File: src/design/gpio_pkg.sv
package gpio_pkg;
    localparam int FIRST_W = 6;
    localparam int SECOND_W = 8;
    localparam int CHANGE_W = 4;
    localparam int CHANGE_LO = 4;
    localparam int ADDR_W = 12;

    // Register indexes; byte address is four times the index
    localparam logic [7:0] IDX_FIRST_DATA = 8'h05;
    localparam logic [7:0] IDX_SECOND_DATA = 8'h06;
    localparam logic [7:0] IDX_INT_CTRL = 8'h0b;
    localparam logic [7:0] IDX_OPTION = 8'h81;
    localparam logic [7:0] IDX_FIRST_DIR = 8'h85;
    localparam logic [7:0] IDX_SECOND_DIR = 8'h86;
    localparam logic [7:0] IDX_CMP_CTRL = 8'h9c;
    localparam logic [7:0] IDX_CMP_REF = 8'h9d;
    localparam logic [7:0] IDX_ANALOG_CFG = 8'h9f;
    localparam logic [7:0] IDX_PROG_CFG = 8'ha1;

    localparam logic [7:0] RST_OPTION = 8'hff;
    localparam logic [5:0] RST_FIRST_DIR = 6'h3f;
    localparam logic [7:0] RST_SECOND_DIR = 8'hff;
    localparam logic [5:0] RST_CMP_CTRL = 6'h07;
    localparam logic [7:0] RST_CMP_REF = 8'h00;
    localparam logic [7:0] RST_ANALOG_CFG = 8'h00;
    localparam logic [7:0] RST_LATCH = 8'h00;
    localparam logic RST_LVP = 1'b1;

    localparam int OPT_PULLUP_DIS = 7;
    localparam int OPT_EDGE_SEL = 6;
    localparam int ICTL_CHANGE = 0;
    localparam int ICTL_EXT = 1;
    localparam int PROG_LVP = 0;
    localparam int PIN_EXT_IRQ = 0;
    localparam int PIN_LVP = 3;
    localparam int PIN_OPEN_DRAIN = 4;
    localparam int PIN_SLAVE_SEL = 5;
    localparam int PIN_PROG_CLK = 6;
    localparam int PIN_PROG_DATA = 7;

    localparam logic [2:0] CMP_MODE_OUTPUTS = 3'h3;
    localparam logic [3:0] PCFG_DIGITAL_A = 4'h6;
    localparam logic [3:0] PCFG_DIGITAL_B = 4'h7;
    localparam logic [5:0] ANALOG_CAPABLE = 6'h2f;
    localparam logic [7:0] CMP_REF_WMASK = 8'hef;
    localparam logic [7:0] ANALOG_WMASK = 8'hcf;

    function automatic logic [ADDR_W-1:0] reg_addr(input logic [7:0] idx);
        return {2'h0, idx, 2'h0};
    endfunction : reg_addr
endpackage : gpio_pkg

File: src/design/pin_sync.sv
`timescale 1ns/10ps
module pin_sync #(
    parameter int W = 14
) (
    input wire logic clk, // System clock
    input wire logic [W-1:0] din, // Asynchronous pin levels
    output logic [W-1:0] dout // Synchronised levels
);
    import gpio_pkg::*;

    typedef struct packed {
        logic [W-1:0] s1;
        logic [W-1:0] s2;
    } sync_t;

    sync_t sync_reg;
    sync_t sync_next;

    if (W < 1) begin : g_chk
        $error("pin_sync width must be at least one");
    end

    always_comb begin
        sync_next.s1 = din;
        sync_next.s2 = sync_reg.s1;
    end

    // No reset: chain holds true pin levels when reset ends
    always_ff @(posedge clk) begin
        sync_reg <= sync_next;
    end

    assign dout = sync_reg.s2;
endmodule : pin_sync

File: src/design/change_detect.sv
`timescale 1ns/10ps
module change_detect #(
    parameter int GW = 4
) (
    input wire logic clk, // System clock
    input wire logic srst, // Synchronous reset
    input wire logic [GW-1:0] pins, // Synchronised group levels
    input wire logic [GW-1:0] inputs_en, // Pins configured as inputs
    input wire logic refresh, // Port read or write
    output logic mismatch // Any input differs from snapshot
);
    import gpio_pkg::*;

    typedef struct packed {
        logic armed;
        logic [GW-1:0] snapshot;
    } cd_t;

    cd_t cd_reg;
    cd_t cd_next;

    if (GW < 1) begin : g_chk
        $error("change_detect group width must be at least one");
    end

    always_comb begin
        cd_next = cd_reg;
        if (refresh) begin
            cd_next.snapshot = pins;
            cd_next.armed = 1'b1;
        end
    end

    always_ff @(posedge clk) begin
        if (srst) begin
            cd_reg <= '0;
        end else begin
            cd_reg <= cd_next;
        end
    end

    // Outputs are excluded; nothing compares before the first access
    assign mismatch = cd_reg.armed & (|((pins ^ cd_reg.snapshot) & inputs_en));
endmodule : change_detect

File: src/design/gpio_ports_ab.sv
`timescale 1ns/10ps
module gpio_ports_ab (
    input wire logic CLK_SYS, // 20 MHz system clock
    input wire logic SRST, // Synchronous reset, active high
    input wire logic PSEL, // APB select
    input wire logic PENABLE, // APB access phase
    input wire logic PWRITE, // APB direction
    input wire logic [gpio_pkg::ADDR_W-1:0] PADDR, // APB byte address
    input wire logic [31:0] PWDATA, // APB write data
    output logic PREADY, // APB ready
    output logic [31:0] PRDATA, // APB read data
    output logic PSLVERR, // APB error, unmapped address
    input wire logic [gpio_pkg::FIRST_W-1:0] FIRST_PORT_IN, // First-port pin levels
    output logic [gpio_pkg::FIRST_W-1:0] FIRST_PORT_OUT, // First-port pin drive value
    output logic [gpio_pkg::FIRST_W-1:0] FIRST_PORT_OE, // First-port drive enable
    input wire logic [gpio_pkg::SECOND_W-1:0] SECOND_PORT_IN, // Second-port pin levels
    output logic [gpio_pkg::SECOND_W-1:0] SECOND_PORT_OUT, // Second-port drive value
    output logic [gpio_pkg::SECOND_W-1:0] SECOND_PORT_OE, // Second-port drive enable
    output logic [gpio_pkg::SECOND_W-1:0] SECOND_PORT_PULLUP, // Weak pull-up enables
    input wire logic COMPARATOR_ONE_OUTPUT, // Comparator one result
    input wire logic COMPARATOR_TWO_OUTPUT, // Comparator two result
    output logic TIMER_EXT_CLOCK_IN, // Timer external clock from pin
    output logic SLAVE_SELECT_N, // Serial slave select from pin
    output logic LOW_VOLTAGE_PROG_PIN, // Programming-mode pin level
    output logic SERIAL_PROG_CLOCK, // Programming clock from pin
    output logic SERIAL_PROG_DATA, // Programming data from pin
    output logic WAKE_REQUEST // Port change wakes from Sleep
);
    import gpio_pkg::*;

    typedef struct packed {
        logic [7:0] option;
        logic [FIRST_W-1:0] dir_a;
        logic [SECOND_W-1:0] dir_b;
        logic [FIRST_W-1:0] lat_a;
        logic [SECOND_W-1:0] lat_b;
        logic [5:0] cmp_ctrl;
        logic [7:0] cmp_ref;
        logic [7:0] analog_cfg;
        logic low_voltage_programming;
        logic change_flag;
        logic ext_flag;
        logic pb0_prev;
        logic pready;
        logic [31:0] prdata;
        logic pslverr;
        logic [FIRST_W-1:0] pa_out;
        logic [FIRST_W-1:0] pa_oe;
        logic [SECOND_W-1:0] pb_out;
        logic [SECOND_W-1:0] pb_oe;
        logic [SECOND_W-1:0] pb_pullup;
        logic timer_clk;
        logic ss_n;
        logic prog_mode;
        logic prog_clk;
        logic prog_data;
        logic wake;
    } state_t;

    state_t state_reg;
    state_t state_next;

    logic [FIRST_W+SECOND_W-1:0] pins_sync;
    logic [FIRST_W-1:0] sync_a;
    logic [SECOND_W-1:0] sync_b;
    logic mismatch;
    logic setup;
    logic access;
    logic touch_b;
    logic ext_edge;
    logic [FIRST_W-1:0] dig_a;
    logic [FIRST_W-1:0] drv_a;
    logic cmp_pins;
    logic mapped;
    logic [7:0] rd_byte;
    logic [7:0] wbyte;

    function automatic logic hit(input logic [ADDR_W-1:0] addr, input logic [7:0] idx);
        return addr == reg_addr(idx);
    endfunction : hit

    function automatic logic [FIRST_W-1:0] digital_mask(input logic [3:0] pcfg);
        if (pcfg == PCFG_DIGITAL_A || pcfg == PCFG_DIGITAL_B) begin
            return '1;
        end
        return ~ANALOG_CAPABLE;
    endfunction : digital_mask

    pin_sync #(
        .W(FIRST_W + SECOND_W)
    ) u_sync (
        .clk(CLK_SYS),
        .din({SECOND_PORT_IN, FIRST_PORT_IN}),
        .dout(pins_sync)
    );

    assign sync_a = pins_sync[FIRST_W-1:0];
    assign sync_b = pins_sync[FIRST_W+SECOND_W-1:FIRST_W];

    change_detect #(
        .GW(CHANGE_W)
    ) u_change (
        .clk(CLK_SYS),
        .srst(SRST),
        .pins(sync_b[CHANGE_LO+CHANGE_W-1:CHANGE_LO]),
        .inputs_en(state_reg.dir_b[CHANGE_LO+CHANGE_W-1:CHANGE_LO]),
        .refresh(touch_b),
        .mismatch(mismatch)
    );

    always_comb begin
        setup = PSEL & ~PENABLE;
        access = PSEL & PENABLE & state_reg.pready;
        wbyte = PWDATA[7:0];
        touch_b = setup & hit(PADDR, IDX_SECOND_DATA);
        dig_a = digital_mask(state_reg.analog_cfg[3:0]);
        cmp_pins = state_reg.cmp_ctrl[2:0] == CMP_MODE_OUTPUTS;
        ext_edge = state_reg.option[OPT_EDGE_SEL]
            ? (sync_b[PIN_EXT_IRQ] & ~state_reg.pb0_prev)
            : (~sync_b[PIN_EXT_IRQ] & state_reg.pb0_prev);
        mapped = hit(PADDR, IDX_FIRST_DATA) | hit(PADDR, IDX_SECOND_DATA)
            | hit(PADDR, IDX_INT_CTRL) | hit(PADDR, IDX_OPTION)
            | hit(PADDR, IDX_FIRST_DIR) | hit(PADDR, IDX_SECOND_DIR)
            | hit(PADDR, IDX_CMP_CTRL) | hit(PADDR, IDX_CMP_REF)
            | hit(PADDR, IDX_ANALOG_CFG) | hit(PADDR, IDX_PROG_CFG);

        // Read value: data registers return pin levels; analog-selected pins and the enabled LVP pin read zero
        rd_byte = 8'h00;
        if (hit(PADDR, IDX_FIRST_DATA)) begin
            rd_byte = {2'h0, sync_a & dig_a};
        end else if (hit(PADDR, IDX_SECOND_DATA)) begin
            rd_byte = sync_b;
            rd_byte[PIN_LVP] = sync_b[PIN_LVP] & ~state_reg.low_voltage_programming;
        end else if (hit(PADDR, IDX_INT_CTRL)) begin
            rd_byte = {6'h00, state_reg.ext_flag, state_reg.change_flag};
        end else if (hit(PADDR, IDX_OPTION)) begin
            rd_byte = state_reg.option;
        end else if (hit(PADDR, IDX_FIRST_DIR)) begin
            rd_byte = {2'h0, state_reg.dir_a};
        end else if (hit(PADDR, IDX_SECOND_DIR)) begin
            rd_byte = state_reg.dir_b;
        end else if (hit(PADDR, IDX_CMP_CTRL)) begin
            rd_byte = {COMPARATOR_TWO_OUTPUT, COMPARATOR_ONE_OUTPUT, state_reg.cmp_ctrl};
        end else if (hit(PADDR, IDX_CMP_REF)) begin
            rd_byte = state_reg.cmp_ref;
        end else if (hit(PADDR, IDX_ANALOG_CFG)) begin
            rd_byte = state_reg.analog_cfg;
        end else if (hit(PADDR, IDX_PROG_CFG)) begin
            rd_byte = {7'h00, state_reg.low_voltage_programming};
        end

        state_next = state_reg;

        // APB: answer registered in the setup cycle, one access cycle
        state_next.pready = setup;
        state_next.pslverr = setup & ~mapped;
        if (setup) begin
            state_next.prdata = PWRITE ? 32'h0 : {24'h0, rd_byte};
        end

        // Writes take effect at the access edge
        if (access & PWRITE & ~state_reg.pslverr) begin
            if (hit(PADDR, IDX_FIRST_DATA)) begin
                state_next.lat_a = wbyte[FIRST_W-1:0];
            end
            if (hit(PADDR, IDX_SECOND_DATA)) begin
                state_next.lat_b = wbyte;
            end
            if (hit(PADDR, IDX_OPTION)) begin
                state_next.option = wbyte;
            end
            if (hit(PADDR, IDX_FIRST_DIR)) begin
                state_next.dir_a = wbyte[FIRST_W-1:0];
            end
            if (hit(PADDR, IDX_SECOND_DIR)) begin
                state_next.dir_b = wbyte;
            end
            if (hit(PADDR, IDX_CMP_CTRL)) begin
                state_next.cmp_ctrl = wbyte[5:0];
            end
            if (hit(PADDR, IDX_CMP_REF)) begin
                state_next.cmp_ref = wbyte & CMP_REF_WMASK;
            end
            if (hit(PADDR, IDX_ANALOG_CFG)) begin
                state_next.analog_cfg = wbyte & ANALOG_WMASK;
            end
            if (hit(PADDR, IDX_PROG_CFG)) begin
                state_next.low_voltage_programming = wbyte[PROG_LVP];
            end
            if (hit(PADDR, IDX_INT_CTRL)) begin
                state_next.change_flag = state_reg.change_flag & wbyte[ICTL_CHANGE];
                state_next.ext_flag = state_reg.ext_flag & wbyte[ICTL_EXT];
            end
        end

        // Hardware set wins over a clear in the same cycle
        if (mismatch) begin
            state_next.change_flag = 1'b1;
        end
        state_next.pb0_prev = sync_b[PIN_EXT_IRQ];
        if (ext_edge) begin
            state_next.ext_flag = 1'b1;
        end
        state_next.wake = state_next.change_flag;

        // First port drive; bit 4 pulls low only
        drv_a = state_reg.lat_a;
        if (cmp_pins) begin
            drv_a[PIN_OPEN_DRAIN] = COMPARATOR_ONE_OUTPUT;
            drv_a[PIN_SLAVE_SEL] = COMPARATOR_TWO_OUTPUT;
        end
        state_next.pa_out = drv_a;
        state_next.pa_oe = ~state_reg.dir_a & dig_a;
        if (cmp_pins) begin
            state_next.pa_oe[PIN_SLAVE_SEL] = ~state_reg.dir_a[PIN_SLAVE_SEL];
        end
        state_next.pa_out[PIN_OPEN_DRAIN] = 1'b0;
        state_next.pa_oe[PIN_OPEN_DRAIN] = ~state_reg.dir_a[PIN_OPEN_DRAIN]
            & ~drv_a[PIN_OPEN_DRAIN];

        // Second port drive and pull-ups
        state_next.pb_out = state_reg.lat_b;
        state_next.pb_oe = ~state_reg.dir_b;
        if (state_reg.low_voltage_programming) begin
            state_next.pb_oe[PIN_LVP] = 1'b0;
        end
        state_next.pb_pullup = state_reg.dir_b
            & {SECOND_W{~state_reg.option[OPT_PULLUP_DIS]}};

        // Alternate input functions
        state_next.timer_clk = sync_a[PIN_OPEN_DRAIN];
        state_next.ss_n = sync_a[PIN_SLAVE_SEL];
        state_next.prog_mode = state_reg.low_voltage_programming & sync_b[PIN_LVP];
        state_next.prog_clk = sync_b[PIN_PROG_CLK];
        state_next.prog_data = sync_b[PIN_PROG_DATA];
    end

    always_ff @(posedge CLK_SYS) begin
        if (SRST) begin
            state_reg <= '0;
            state_reg.option <= RST_OPTION;
            state_reg.dir_a <= RST_FIRST_DIR;
            state_reg.dir_b <= RST_SECOND_DIR;
            state_reg.lat_a <= RST_LATCH[FIRST_W-1:0];
            state_reg.lat_b <= RST_LATCH;
            state_reg.cmp_ctrl <= RST_CMP_CTRL;
            state_reg.cmp_ref <= RST_CMP_REF;
            state_reg.analog_cfg <= RST_ANALOG_CFG;
            state_reg.low_voltage_programming <= RST_LVP;
            // Edge history starts at the pin level, so no false edge
            state_reg.pb0_prev <= sync_b[PIN_EXT_IRQ];
            state_reg.timer_clk <= 1'b0;
            state_reg.ss_n <= 1'b1;
        end else begin
            state_reg <= state_next;
        end
    end

    assign PREADY = state_reg.pready;
    assign PRDATA = state_reg.prdata;
    assign PSLVERR = state_reg.pslverr;
    assign FIRST_PORT_OUT = state_reg.pa_out;
    assign FIRST_PORT_OE = state_reg.pa_oe;
    assign SECOND_PORT_OUT = state_reg.pb_out;
    assign SECOND_PORT_OE = state_reg.pb_oe;
    assign SECOND_PORT_PULLUP = state_reg.pb_pullup;
    assign TIMER_EXT_CLOCK_IN = state_reg.timer_clk;
    assign SLAVE_SELECT_N = state_reg.ss_n;
    assign LOW_VOLTAGE_PROG_PIN = state_reg.prog_mode;
    assign SERIAL_PROG_CLOCK = state_reg.prog_clk;
    assign SERIAL_PROG_DATA = state_reg.prog_data;
    assign WAKE_REQUEST = state_reg.wake;
endmodule : gpio_ports_ab

File: config.mk
export PLATFORM = sky130hd
export DESIGN_NAME = gpio_ports_ab
export DESIGN_NICKNAME = d
export VERILOG_FILES = /design/src/design/gpio_pkg.sv /design/src/design/pin_sync.sv /design/src/design/change_detect.sv /design/src/design/gpio_ports_ab.sv
export SDC_FILE = /design/constraint.sdc
export NUM_CORES = 1
export LEC_CHECK = 0
export ABC_CLOCK_PERIOD_IN_PS = 1900
export BUFFER_PORTS_ARGS = -buffer_cell sky130_fd_sc_hd__buf_2
export CELL_PAD_IN_SITES_DETAIL_PLACEMENT = 1
export CELL_PAD_IN_SITES_GLOBAL_PLACEMENT = 2
export CORE_UTILIZATION = 29
export CTS_CLUSTER_DIAMETER = 30
export DETAILED_ROUTE_END_ITERATION = 10
export PLACE_DENSITY = 0.8
export SLEW_MARGIN = 25
export SYNTH_ARGS = -nofsm -noshare
export SYNTH_HDL_FRONTEND = slang
export SYNTH_SLANG_ARGS = --single-unit
File: constraint.sdc
create_clock -name CLK_SYS -period 1.9 [get_ports CLK_SYS]
set_input_delay 0.095 -clock CLK_SYS [delete_from_list [all_inputs] [get_ports CLK_SYS]]
set_output_delay 0.095 -clock CLK_SYS [all_outputs]
set_load 0.05 [all_outputs]
==> metrics.yaml, run 1 <==
worst_setup_path:
  critPathKind: "register to register"
  critPathLaunch: "PREADY$_SDFF_PP0_"
  rr_startpoint: "PREADY$_SDFF_PP0_"
  required_ns: 2.21
  r2r_slack_ns: 0.06
  cp-end-kind: "register"
  path_max_fanout: 7
  crit_arrival_ns: 2.15
  endpoint: "state_reg[97]$_SDFFE_PP1P_"
  reg2regPathDepth: 7
  rr_endpoint: "state_reg[97]$_SDFFE_PP1P_"
  startpoint_type: "register"
route:
  met1_length_um: 8550
  wl_per_cell_um: 17.5
  wirelength_um: 18000
  wl_met2_um: 8350
  wl_met3_um: 869
  drc: 0
  vias: 4792
  routed.top_layer: "met4"
  viasPerCell: 4.66
  ant_nets: 0
  dr.pass1.iters: 4
  drtIter0Drc: 255
sta:
  tightest_slew_ns: 0.544
  fin_crit_sh_pct: 97.0
  finalCriticalPeriod_ns: 1.84
  fmax_mhz: 543
  setup_viol: 0
  tns_ns: 0
  slew_headroom_pct: 63.7
  hold_viol: 0
  drv_slew: 0
  fin_skew_ns: 0.00556
floorplan:
  die_w_um: 146
  io-pin-count: 141
  core_area_mm2: 0.0203
  die_y_um: 146
  rows: 52
  dieArea_mm2: 0.0214
  start_util_pct: 29.7
power_and_ir_drop:
  power.leakage_uw: 0.00326
  irDropWorstVdd_uv: 627
  power_uw: 7200
  powerDensity_mw_per_mm2: 937
clock_network:
  cts_tree: "yes"
  cts_num_sinks: 142
  h-tree-depth: 4
  cts_buffers: 17
  cts.path.max_buffers: 2
  clkTransAtPathRegs_ns: 0.06
  clock_latency_ns: 0.42
  cts-root-buf: "clkbuf_16"
cells_and_area:
  drive_above_1_share_pct: 29.0
  fillers: 2339
  syn2layout_area_growth_pct: 27.4
  most-common-layout-cells: "dfxtp_1, buf_2, nor2_1, buf_4, mux2i_1"
  final_common_cell: "dfxtp_1"
  largest_reg_flops: 46
  finalNetCount: 811
  diodes: 0
yosys:
  avgSynthCellArea_um2: 9.56
  synth-seq-cells: 142
  synth_top_area_share_pct: 47.1
  yosys_warnings: 0
  synth_edf_count: 0
  ys.flop_type: "dfxtp_1"
  async_flop_share_pct: 0
  synth_cell_types: 65
  yosysTopAreaCell: "dfxtp_1"
  syn_area_mm2: 0.00603
  syn_inst: 631
  synth_top_cells_by_area: "dfxtp_1, buf_4, mux2i_1, nor2_1, nor2b_1"
  yosysSeqAreaShare_pct: 47.1
global_route:
  antenna_found_initial: 0
  grt_overflow: 0
  grtUsageTotal_pct: 17.2
  grt_pass1_vias: 4802
  grt_pass1_wl_um: 27500
  grt_max_degree: 31
placed_design:
  place_hpwl_um: 13100
  place.gp.congestion: 0.878
  port_buffers: 91
worst_hold_path:
  hold_path.class: "primary input to register"
  worstHoldPathCells: 2
job:
  max-cap-violations: 0
outcome:
  run_status: "finished, final reports clean"
-- worst min path at each step --
stage	end	from	slack (ns)
final	state_reg[123]$_SDFFE_PP1P_	PWDATA[7]	0.006
after CTS	state_reg[137]$_SDFFE_PP1P_	PWDATA[7]	0.001
after global placement	u_sync.sync_next[4]$_DFF_P_	FIRST_PORT_IN[4]	0.20
after global routing	state_reg[123]$_SDFFE_PP1P_	PWDATA[7]	0.006
after floorplan	u_sync.sync_next[0]$_DFF_P_	FIRST_PORT_IN[0]	0.12
after detailed placement	u_sync.sync_next[5]$_DFF_P_	FIRST_PORT_IN[5]	0.20
-- cell families after synthesis --
kind of cell	Yosys count	synth area share, %
other	1	0.0621
AND/OR/NAND/NOR	227	21.3
multiplexers	43	7.19
flip-flops	142	47.1
XOR/XNOR	4	0.581
buffers and inverters	117	12.1
AO/OA/AOI/OAI	97	11.6
-- synth_stat cells, drive strengths merged (4+ instances only) --
cell type    n
a211o       20
a211oi       4
a21oi       15
a31oi        6
and2         8
buf         86
clkbuf      21
dfxtp      142
inv         10
mux2i       40
nand2       26
nand2b       8
nand3        8
nand3b      10
nand4        5
nor2        76
nor2b       32
nor3        17
nor3b        4
nor4         9
nor4b        4
o2111ai      4
o211ai       4
o21ai       15
o22ai        4
or2          4
or4b         4
-- stage by stage --
step	hold WS, ns	setup WS [ns]	cell area (µm²)	util (%)	cells
after floorplan	0.123	0.00564	6150	-	655
after global placement	0.198	-0.0651	6780	33.4	975
after detailed placement	0.199	-0.0875	6780	33.4	975
after CTS	0.00139	0.0144	7610	37.5	1024
after global routing	0.00580	-0.0185	7690	37.9	1029
final	0.00608	0.0579	7690	37.9	1029
-- where the power goes --
group          internal [µW]  switching, µW  total, µW
combinational            144            330        475
clock                   2380           1310       3690
sequential              3020           18.8       3040
total                   5540           1660       7200
-- cell type report --
cell class,instances,area [µm²],area share (%)
repair buffers,179,1230,16.0
flip-flops and latches,142,2850,37.1
inverters,10,37.5,0.488
clock buffers,19,443,5.76
well taps,270,338,4.40
multi-input cells,396,2580,33.5
clock inverters,13,210,2.73
-- layer usage --
layer | global-route usage [%] | up-vias
li1 | - | 2341
met1 | 22.9 | 2321
met2 | 27.8 | 114
met3 | 3.78 | 16
met4 | 5.05 | 0
met5 | 0 | -
-- worst max-delay path, stage by stage (launching register included) --
cell and delay [ns]:
dfxtp_4 0.34, nand4_1 0.16, or2_4 0.30, buf_12 0.15
nor4_4 0.29, buf_6 0.17, nor2b_2 0.04, a211o_1 0.26
-- timing repair --
item	CTS	global route
hold buffers	17	0
hold endpoints to repair	20	0
setup endpoints to repair	4	17
pin swaps	1	0
cloned	0	1
gates resized for setup	1	8
setup buffers	0	4
Note: power is estimated with default switching activity, not from simulation.
==> run 2, diff against run 1 <==
--- a/config.mk
+++ b/config.mk
@@ -7,11 +7,11 @@
 export LEC_CHECK = 0
 export ABC_CLOCK_PERIOD_IN_PS = 1900
-export BUFFER_PORTS_ARGS = -buffer_cell sky130_fd_sc_hd__buf_2
 export CELL_PAD_IN_SITES_DETAIL_PLACEMENT = 1
 export CELL_PAD_IN_SITES_GLOBAL_PLACEMENT = 2
-export CORE_UTILIZATION = 29
+export CORE_UTILIZATION = 34
 export CTS_CLUSTER_DIAMETER = 30
 export DETAILED_ROUTE_END_ITERATION = 10
-export PLACE_DENSITY = 0.8
+export DONT_BUFFER_PORTS = 1
+export PLACE_DENSITY = 0.79
 export SLEW_MARGIN = 25
 export SYNTH_ARGS = -nofsm -noshare
==> constraint.sdc (replaced) <==
create_clock -name CLK_SYS -period 1.9 [get_ports CLK_SYS]
set_input_delay 0.475 -clock CLK_SYS [delete_from_list [all_inputs] [get_ports CLK_SYS]]
set_output_delay 0.475 -clock CLK_SYS [all_outputs]
set_load 0.05 [all_outputs]
==> metrics.yaml, run 2 (synthesis results as in run 1) <==
outcome:
  run_status: "finished, final reports clean"
cells_and_area:
  syn2layout_area_growth_pct: 17.0
  finalNetCount: 698
  most-common-layout-cells: "dfxtp_1, nor2_1, buf_4, mux2i_1, nor2b_1"
  postLayoutCoreUtil_pct: 40.8
  drive_above_1_share_pct: 20.6
  diodes: 0
  largest_reg_flops: 46
  final_cell_area_mm2: 0.00706
  final_common_cell: "dfxtp_1"
worst_setup_path:
  max_stage_delay_ns: 0.51
  required_ns: 2.21
  critPathLaunch: "PREADY$_SDFF_PP0_"
  startpoint_type: "register"
  cp-end-kind: "register"
  crit_arrival_ns: 2.12
  critPathKind: "register to register"
  cp_slowest_cell: "or4_4"
  rr_startpoint: "PREADY$_SDFF_PP0_"
  path_cells: "nand4_1 > or2_4 > or4_4 > buf_6 > mux2i_1 > nor2_1"
  path_buf_inv: 1
  cpLargestDelayFamily: "simple AND/OR/NAND/NOR gates"
  path_max_fanout: 6
floorplan:
  core_area_mm2: 0.0173
  dieArea_mm2: 0.0183
  start_util_pct: 34.9
  rows: 48
  die_y_um: 135
  die_w_um: 135
  io-pin-count: 141
sta:
  rsz0062_at_grt: "true"
  whs_ns: 0.0787
  setup_viol: 0
  tightest_slew_ns: 0.596
  slew_headroom_pct: 60.2
  drv_slew: 0
  fin_skew_ns: 0.00852
  hold_viol: 0
  fin_crit_sh_pct: 95.0
  finalCriticalPeriod_ns: 1.80
  fmax_mhz: 554
route:
  drc: 0
  dr.pass1.iters: 4
  drtIter0Drc: 202
  vias: 4427
  wl_per_cell_um: 20.3
  wirelength_um: 17700
  viasPerCell: 5.09
  ant_nets: 0
clock_network:
  clkTransAtPathRegs_ns: 0.06
  h-tree-depth: 4
  cts_buffers: 17
  clock_latency_ns: 0.42
  cts_num_sinks: 142
  cts-root-buf: "clkbuf_16"
  postCtsHoldBufs: 0
  cts_tree: "yes"
  cts.path.max_buffers: 2
worst_hold_path:
  hold_path.class: "primary input to register"
  min_from: "SECOND_PORT_IN[5]"
global_route:
  antenna_found_initial: 0
  grt_overflow: 0
  grtUsageTotal_pct: 20.3
  grt_pass1_wl_um: 27200
  grt_pass1_vias: 4543
  grt_max_degree: 106
power_and_ir_drop:
  powerDensity_mw_per_mm2: 981
  power.leakage_uw: 0.00278
  power_uw: 6920
  irDropWorstVdd_uv: 686
placed_design:
  place_hpwl_um: 12900
  postPlaceCellArea_mm2: 0.00634
  place.gp.congestion: 0.880
  port_buffers: 0
job:
  max-cap-violations: 0
==> run 2: changes by cell type in the layout (fill, tap and decap cells not counted), moves of 3 or more <==
cell,delta
inv_6,-4
buf_4,-8
buf_2,-90
clkbuf_8,+3
dlygate4sd3_1,-17
==> run 2: routing by layer <==
| metal | vias to the layer above | global-route usage, % | wire (µm) |
|---|---|---|---|
| met5 | - | 0 | 0 |
| met4 | 0 | 7.18 | 419 |
| met3 | 26 | 5.65 | 908 |
| met2 | 112 | 32.7 | 8420 |
| met1 | 2171 | 25.7 | 7900 |
| li1 | 2118 | - | - |
==> run 2: worst paths after layout <==
path / end / slack (ns) / depth (start not counted)
max reg2reg: state_reg[86]$_SDFFE_PP0P_ / 0.1 / 6
max: state_reg[86]$_SDFFE_PP0P_ / 0.1 / 6
min reg2reg: u_sync.dout[12]$_DFF_P_ / 0.32 / 0
min: u_sync.sync_next[11]$_DFF_P_ / 0.08 / 0
==> run 2: layout make-up <==
class	instances	area [µm²]
Clock inverter	9	156
Fill cell	1962	10200
Timing Repair Buffer	66	583
Tap cell	225	282
Clock buffer	22	484
Multi-Input combinational cell	396	2670
Inverter	10	37.5
Sequential cell	142	2850
==> run 2: where the power goes <==
part	leakage (µW)	switching, µW	internal (µW)	total [µW]
Sequential	0.00116	40.1	3020	3060
Clock	0.000313	1270	2330	3600
Combinational	0.00131	189	72.3	261
Total	0.00278	1500	5420	6920
==> run 2: timing repair <==
action	CTS	global route
pin swaps	2	4
buffers inserted	0	2
cloned	0	1
resized for setup	4	9
setup endpoints to repair	24	12
==> run 2: per-stage QoR <==
step	std cells	setup WS, ns	TNS [ns]
final	870	0.0959	0
after CTS	867	0.00305	0
after detailed placement	836	-0.390	-12.76
after global placement	836	-0.397	-11.52
after global routing	870	-0.00667	-0.00667
after floorplan	655	-0.295	-10.39
